[src/verilog/tdc_pkg.sv]
// package: register map, field widths and tick timing for the tick/day calendar
package tdc_pkg;

    // register byte offsets on the register bus
    localparam logic [3:0] TICK_OFS       = 4'h0;
    localparam logic [3:0] DAY_OFS        = 4'h4;
    localparam logic [3:0] CTRL_OFS       = 4'h8;

    // field widths and reset values
    localparam int          TICK_W        = 32;
    localparam int          DAY_W         = 16;
    localparam logic [31:0] TICK_RST      = 32'h0000_0000;
    localparam logic [15:0] DAY_RST       = 16'h0000;
    localparam int          CTRL_RUN_BIT  = 0;
    localparam logic        CTRL_RUN_RST  = 1'b1;

    // timing: device clock and tick rate
    localparam int          CLK_HZ        = 250_000_000;
    localparam int          TICK_HZ       = 512;
    localparam int          DIV_COUNT     = CLK_HZ / TICK_HZ;
    localparam logic [18:0] DIV_LAST      = 19'(DIV_COUNT - 1);
    localparam int          DAY_SECONDS   = 86_400;
    localparam logic [31:0] TICKS_PER_DAY = 32'(TICK_HZ * DAY_SECONDS);

    // bus response codes
    localparam logic [1:0]  RESP_OKAY     = 2'h0;
    localparam logic [1:0]  RESP_SLVERR   = 2'h2;

    // write request carrier
    typedef struct packed {
        logic [3:0]  addr;
        logic [31:0] data;
        logic [3:0]  strb;
    } tdc_wreq_t;

endpackage : tdc_pkg

[src/verilog/tdc_calendar.sv]
// tick/day calendar counter with an AXI4-Lite register slave
// Contract
// - generate a 512 Hz tick from the 250 MHz system clock
// - 32-bit signed tick counter increments by one every tick; the code keeps it as an unsigned logic [31:0]
// - tick counter wraps to its start value after one day of ticks
// - 16-bit unsigned day counter increments on each tick counter wrap
// - day value zero means 1 January 1999
//
// The address map and the AXI4-Lite register port were left to the implementer.
module tdc_calendar
#(
    // divider end count; the default gives 512 Hz from 250 MHz, a smaller value shortens the tick period
    parameter logic [18:0] DIV_LAST = tdc_pkg::DIV_LAST
)
(
    // clock and reset
    input  wire logic        CLOCK,
    input  wire logic        RST,
    // write address channel
    input  wire logic [31:0] S_AXI_AWADDR,
    input  wire logic        S_AXI_AWVALID,
    output logic             S_AXI_AWREADY,
    // write data channel
    input  wire logic [31:0] S_AXI_WDATA,
    input  wire logic [3:0]  S_AXI_WSTRB,
    input  wire logic        S_AXI_WVALID,
    output logic             S_AXI_WREADY,
    // write response channel
    output logic [1:0]       S_AXI_BRESP,
    output logic             S_AXI_BVALID,
    input  wire logic        S_AXI_BREADY,
    // read address channel
    input  wire logic [31:0] S_AXI_ARADDR,
    input  wire logic        S_AXI_ARVALID,
    output logic             S_AXI_ARREADY,
    // read data channel
    output logic [31:0]      S_AXI_RDATA,
    output logic [1:0]       S_AXI_RRESP,
    output logic             S_AXI_RVALID,
    input  wire logic        S_AXI_RREADY,
    // tick strobe, one cycle per 512 Hz tick
    output logic             TICK_PULSE
);

    logic [18:0]         div_reg;
    logic [31:0]         tick_counter_reg;
    logic [31:0]         tick_counter_next;
    logic [15:0]         day_counter_reg;
    logic [15:0]         day_counter_next;
    logic                run_reg;
    logic                tick_now;
    logic                aw_held_reg;
    logic                w_held_reg;
    tdc_pkg::tdc_wreq_t  wreq_reg;
    logic                wr_fire;
    logic                wr_hit_tick;
    logic                wr_hit_day;
    logic                wr_hit_ctrl;
    logic [31:0]         wmask;

    always_ff @(posedge CLOCK)
    begin
        if (RST || !run_reg || div_reg == DIV_LAST)
            div_reg <= 19'h0;
        else
            div_reg <= div_reg + 19'h1;
    end

    assign tick_now = run_reg && (div_reg == DIV_LAST);

    // tick strobe output
    always_ff @(posedge CLOCK)
    begin
        if (RST)
            TICK_PULSE <= 1'b0;
        else
            TICK_PULSE <= tick_now;
    end

    // write request capture, address and data in either order
    always_ff @(posedge CLOCK)
    begin
        if (RST)
        begin
            aw_held_reg <= 1'b0;
            w_held_reg  <= 1'b0;
            wreq_reg    <= '0;
        end
        else
        begin
            if (S_AXI_AWVALID && S_AXI_AWREADY)
            begin
                aw_held_reg   <= 1'b1;
                wreq_reg.addr <= S_AXI_AWADDR[3:0];
            end
            if (S_AXI_WVALID && S_AXI_WREADY)
            begin
                w_held_reg    <= 1'b1;
                wreq_reg.data <= S_AXI_WDATA;
                wreq_reg.strb <= S_AXI_WSTRB;
            end
            if (wr_fire)
            begin
                aw_held_reg <= 1'b0;
                w_held_reg  <= 1'b0;
            end
        end
    end

    // a write commits once both halves are held and no response is pending
    assign wr_fire     = aw_held_reg && w_held_reg && !S_AXI_BVALID;
    assign wr_hit_tick = wr_fire && wreq_reg.addr == tdc_pkg::TICK_OFS;
    assign wr_hit_day  = wr_fire && wreq_reg.addr == tdc_pkg::DAY_OFS;
    assign wr_hit_ctrl = wr_fire && wreq_reg.addr == tdc_pkg::CTRL_OFS;

    // byte-lane mask from write strobes
    always_comb
    begin
        for (int i = 0; i < 4; i++)
            wmask[i*8 +: 8] = {8{wreq_reg.strb[i]}};
    end

    // handshake ready flags
    always_ff @(posedge CLOCK)
    begin
        if (RST)
        begin
            S_AXI_AWREADY <= 1'b0;
            S_AXI_WREADY  <= 1'b0;
        end
        else
        begin
            S_AXI_AWREADY <= !aw_held_reg && !(S_AXI_AWVALID && S_AXI_AWREADY) && !S_AXI_BVALID;
            S_AXI_WREADY  <= !w_held_reg && !(S_AXI_WVALID && S_AXI_WREADY) && !S_AXI_BVALID;
        end
    end

    // write response, unmapped offsets answer slave error
    always_ff @(posedge CLOCK)
    begin
        if (RST)
        begin
            S_AXI_BVALID <= 1'b0;
            S_AXI_BRESP  <= tdc_pkg::RESP_OKAY;
        end
        else if (wr_fire)
        begin
            S_AXI_BVALID <= 1'b1;
            S_AXI_BRESP  <= (wr_hit_tick || wr_hit_day || wr_hit_ctrl) ? tdc_pkg::RESP_OKAY
                                                                       : tdc_pkg::RESP_SLVERR;
        end
        else if (S_AXI_BREADY)
            S_AXI_BVALID <= 1'b0;
    end

    // counter next values; software write wins over a same-cycle tick
    always_comb
    begin
        tick_counter_next = tick_counter_reg;
        day_counter_next  = day_counter_reg;
        if (tick_now)
        begin
            tick_counter_next = tick_counter_reg + 32'h1;
            if (tick_counter_next == tdc_pkg::TICKS_PER_DAY)
            begin
                tick_counter_next = tdc_pkg::TICK_RST;
                day_counter_next  = day_counter_reg + 16'h1;
            end
        end
        if (wr_hit_tick)
            tick_counter_next = (tick_counter_reg & ~wmask) | (wreq_reg.data & wmask);
        if (wr_hit_day)
            day_counter_next = (day_counter_reg & ~wmask[15:0]) | (wreq_reg.data[15:0] & wmask[15:0]);
    end

    // day zero is the reference date after reset
    always_ff @(posedge CLOCK)
    begin
        if (RST)
        begin
            tick_counter_reg <= tdc_pkg::TICK_RST;
            day_counter_reg  <= tdc_pkg::DAY_RST;
        end
        else
        begin
            tick_counter_reg <= tick_counter_next;
            day_counter_reg  <= day_counter_next;
        end
    end

    // run control bit
    always_ff @(posedge CLOCK)
    begin
        if (RST)
            run_reg <= tdc_pkg::CTRL_RUN_RST;
        else if (wr_hit_ctrl && wreq_reg.strb[0])
            run_reg <= wreq_reg.data[tdc_pkg::CTRL_RUN_BIT];
    end

    // read channel: one-cycle address accept, data the next cycle
    always_ff @(posedge CLOCK)
    begin
        if (RST)
        begin
            S_AXI_ARREADY <= 1'b0;
            S_AXI_RVALID  <= 1'b0;
            S_AXI_RDATA   <= 32'h0;
            S_AXI_RRESP   <= tdc_pkg::RESP_OKAY;
        end
        else
        begin
            S_AXI_ARREADY <= !S_AXI_RVALID && !(S_AXI_ARVALID && S_AXI_ARREADY);
            if (S_AXI_ARVALID && S_AXI_ARREADY)
            begin
                S_AXI_RVALID <= 1'b1;
                S_AXI_RRESP  <= tdc_pkg::RESP_OKAY;
                case (S_AXI_ARADDR[3:0])
                    tdc_pkg::TICK_OFS: S_AXI_RDATA <= tick_counter_reg;
                    tdc_pkg::DAY_OFS:  S_AXI_RDATA <= {16'h0, day_counter_reg};
                    tdc_pkg::CTRL_OFS: S_AXI_RDATA <= {31'h0, run_reg};
                    default:
                    begin
                        S_AXI_RDATA <= 32'h0;
                        S_AXI_RRESP <= tdc_pkg::RESP_SLVERR;
                    end
                endcase
            end
            else if (S_AXI_RREADY)
                S_AXI_RVALID <= 1'b0;
        end
    end

endmodule // tdc_calendar

[config.mk]
export PLATFORM = sky130hd
export DESIGN_NAME = tdc_calendar
export DESIGN_NICKNAME = d
export VERILOG_FILES = /design/src/verilog/tdc_pkg.sv /design/src/verilog/tdc_calendar.sv
export SDC_FILE = /design/constraint.sdc
export NUM_CORES = 1
export LEC_CHECK = 0
export ABC_AREA = 1
export BUFFER_PORTS_ARGS = -buffer_cell sky130_fd_sc_hd__buf_2
export CAP_MARGIN = 0
export CORE_MARGIN = 2
export CORE_UTILIZATION = 45
export DETAILED_ROUTE_END_ITERATION = 10
export PLACE_DENSITY = 0.77
export SETUP_SLACK_MARGIN = 0.2
export SLEW_MARGIN = 5
export SYNTH_ARGS = -nofsm -noshare
export SYNTH_HDL_FRONTEND = slang
export SYNTH_SLANG_ARGS = --single-unit
[constraint.sdc]
create_clock -name CLOCK -period 5.4 [get_ports CLOCK]
set_clock_uncertainty 0.2 [all_clocks]
set_input_delay 0.54 -clock CLOCK [delete_from_list [all_inputs] [get_ports CLOCK]]
set_output_delay 0.54 -clock CLOCK [all_outputs]
set_load 0.02 [all_outputs]
==> impl_metrics.ini <==
[global_route]
grt_pass1_wl_microns = 33040
grt_usage_pct = 22.75
grt_max_degree = 64
grt.busiest_layer = met2
grt_util_met2_pct = 33.82
grt_use_met3_pct = 4.422
grt_pass1_vias = 6850
antenna_found_initial = 0
overflow = 0
grtUsageMet1_pct = 33.16

[cts]
numCtsBuffers = 17
clk_latency_ns = 0.42
cts_max_level = 4
clk_root_buffer_cell = clkbuf_16
clk_pin_slew_ns = 0.06
post_cts_resized = 0
hold_buffers = 0
cts.sinks = 150
post_cts_buffers = 0
cts_tree = done
cts_buffer_depth = 2

[layout]
diodes = 0
multi_input_area_sq_um = 4035
final_util_pct = 53.27
regArea_sq_um = 3003
drive_gt1_share_pct = 12.31
area_growth_pct = 15.91
nets = 1334
fillers = 1651

[critical_path]
worstRegToRegCells = 17
end_kind = register
cp-start-kind = register
cp_cell_sequence = ha_1 -> nand2_1 -> nor2_4 -> nand2_1 -> nor2_2 -> nand2_1 -> nand2_1 -> nand2_1 -> nor2_1 -> nand2_1 -> nor2_2 -> nand3_4 -> nand2_4 -> nand3_2 -> nand2_1 -> nand2_1 -> nor2_1
critPathKind = reg2reg
cp_max_fo = 14
cpMaxStageDelayCell = dfxtp_1
cp.arrival_ns = 3.25
r2r_slack_ns = 2.31
crit_top_cell = nand2_1
critPathRequiredTime_ns = 5.56
critPathMaxStageDelay_ns = 0.46

[timing]
fin_setup_tns_ns = 0
slew_violations = 0
hold_viol_final = 0
maxSlewHeadroom_pct = 18.53
fin_crit_sh_pct = 57.24
max_freq_mhz = 323.5
report.final.setup_viol = 0
min_period_ns = 3.091
worstMarginPinSlew_ns = 1.221
rsz0062_at_grt = false

[synthesis]
synth.area.top_cells = dfxtp_1, nand2_1, nor2_1
synth-main-ff-cell = dfxtp_1
postSynthCellCount = 1158
synth_seq_cells = 150
synth_top_area_share_pct = 39.40
ys_seq_area_share_pct = 39.40
async_reset_ff_share_pct = 0
synth_commonest_cells = nand2_1, nor2_1, dfxtp_1, o21ai_0, inv_1
yosys.area.top_type = dfxtp_1
yosysMostFrequentCell = nand2_1
ys_warn_count = 0
synth_area_sq_um = 7622
synth_edf_count = 0
synth_cell_types = 43
avgSynthCellArea_sq_um = 6.582

[die]
initial_core_util_pct = 45.96
die_w_microns = 134.1
coreArea_sq_um = 16580
die_area_sq_um = 17990
ios = 149
std_cell_rows = 47
die_h_microns = 134.1

[worst_hold_path]
min_to = S_AXI_RVALID$_SDFFE_PP0P_
hold_start = S_AXI_RREADY
hold_depth = 4
hold_path_class = in2reg

[route]
wirelength_microns = 20120
via_count = 7674
antenna_left = 0
drc = 0
first_iter_violations = 699
drt_pass1_iterations = 8
avgRoutedWirePerCell_microns = 13.83
viasPerCell = 5.274

[pwr]
p_per_area_nw_per_um2 = 294.4
total_leakage_power_uw = 0.003507
max-vdd-ir-drop_mv = 0.2300

[placement]
gp_congestion = 0.9433
io_buffers = 90
dp_hpwl_microns = 14230

[run_status]
status = finished, final reports clean

[run]
maxCapViolations = 0
## through the flow
step	worst slack [ns]	power [uW]	cell area, sq um	hold slack (ns)	std cells
CTS	2.321	2619	8835	0.1515	1455
global placement	2.467	1351	8203	0.2311	1424
global route	2.099	2693	8835	0.1618	1455
finish	2.309	2601	8835	0.1621	1455
detailed placement	2.334	1355	8203	0.2415	1424
floorplan	3.040	1298	7626	0.2173	1159
## cells in the final DEF (no fill, tap or decap), drive strengths merged, types with 2 or more instances in the layout
| cell type | netlist | routed |
|---|---|---|
| nor2 | 193 | 193 |
| clkbuf | 42 | 22 |
| xor2 | 19 | 19 |
| a21oi | 71 | 71 |
| or2 | 4 | 4 |
| clkinv | 1 | 5 |
| o22ai | 10 | 10 |
| bufinv | 0 | 4 |
| o21ai | 117 | 117 |
| a31oi | 24 | 24 |
| nand3b | 9 | 9 |
| nand4 | 27 | 27 |
| dfxtp | 150 | 150 |
| nand2 | 290 | 290 |
| a22oi | 6 | 6 |
| nor4 | 8 | 8 |
| buf | 9 | 96 |
| nand3 | 45 | 45 |
| conb | 1 | 2 |
| inv | 104 | 104 |
| ha | 4 | 4 |
| nor3 | 13 | 13 |
| nor3b | 2 | 2 |
## power by group
part | total, uW | switching, uW | internal (uW) | leakage (uW)
combinational | 157 | 102 | 54.0 | 0.00198
sequential | 1170 | 29.6 | 1150 | 0.00122
clock | 1270 | 453 | 817 | 0.000312
total | 2600 | 585 | 2020 | 0.00351
## area by class of cell
type	count	area share (%)
Inverter	105	4.461
Clock buffer	22	5.481
Clock inverter	9	1.671
Timing Repair Buffer	96	5.608
Sequential cell	150	33.99
Tap cell	220	3.116
Multi-Input combinational cell	853	45.67
## how the worst max path moves through the flow
stage,end,slack (ns)
after detailed placement,register,2.33
after CTS,register,2.32
after global placement,register,2.47
final,register,2.31
after floorplan,register,3.04
after global routing,register,2.10
## cell families after synthesis
family	Yosys count	share of synthesized area, %
AO/OA/AOI/OAI	235	16.51
XOR/XNOR	20	2.298
adder cells (fa/ha/maj)	4	0.6566
buffers and inverters	156	7.895
flip-flops	150	39.40
other	1	0.04920
AND/OR/NAND/NOR	592	33.19
## worst max-delay path: cells and delay by family (launching register included)
family	cells	cell delay [ns]
adders and majority gates	1	0.23
DFF	1	0.46
and+or+nand+nor	16	2.13
## metal layers
| layer | part of all wire, % | vias up |
|---|---|---|
| li1 | - | 3920 |
| met1 | 48 | 3416 |
| met2 | 42 | 304 |
| met3 | 8.5 | 34 |
| met4 | 1.9 | 0 |
| met5 | 0 | - |
(Power assumes the default switching activity.)
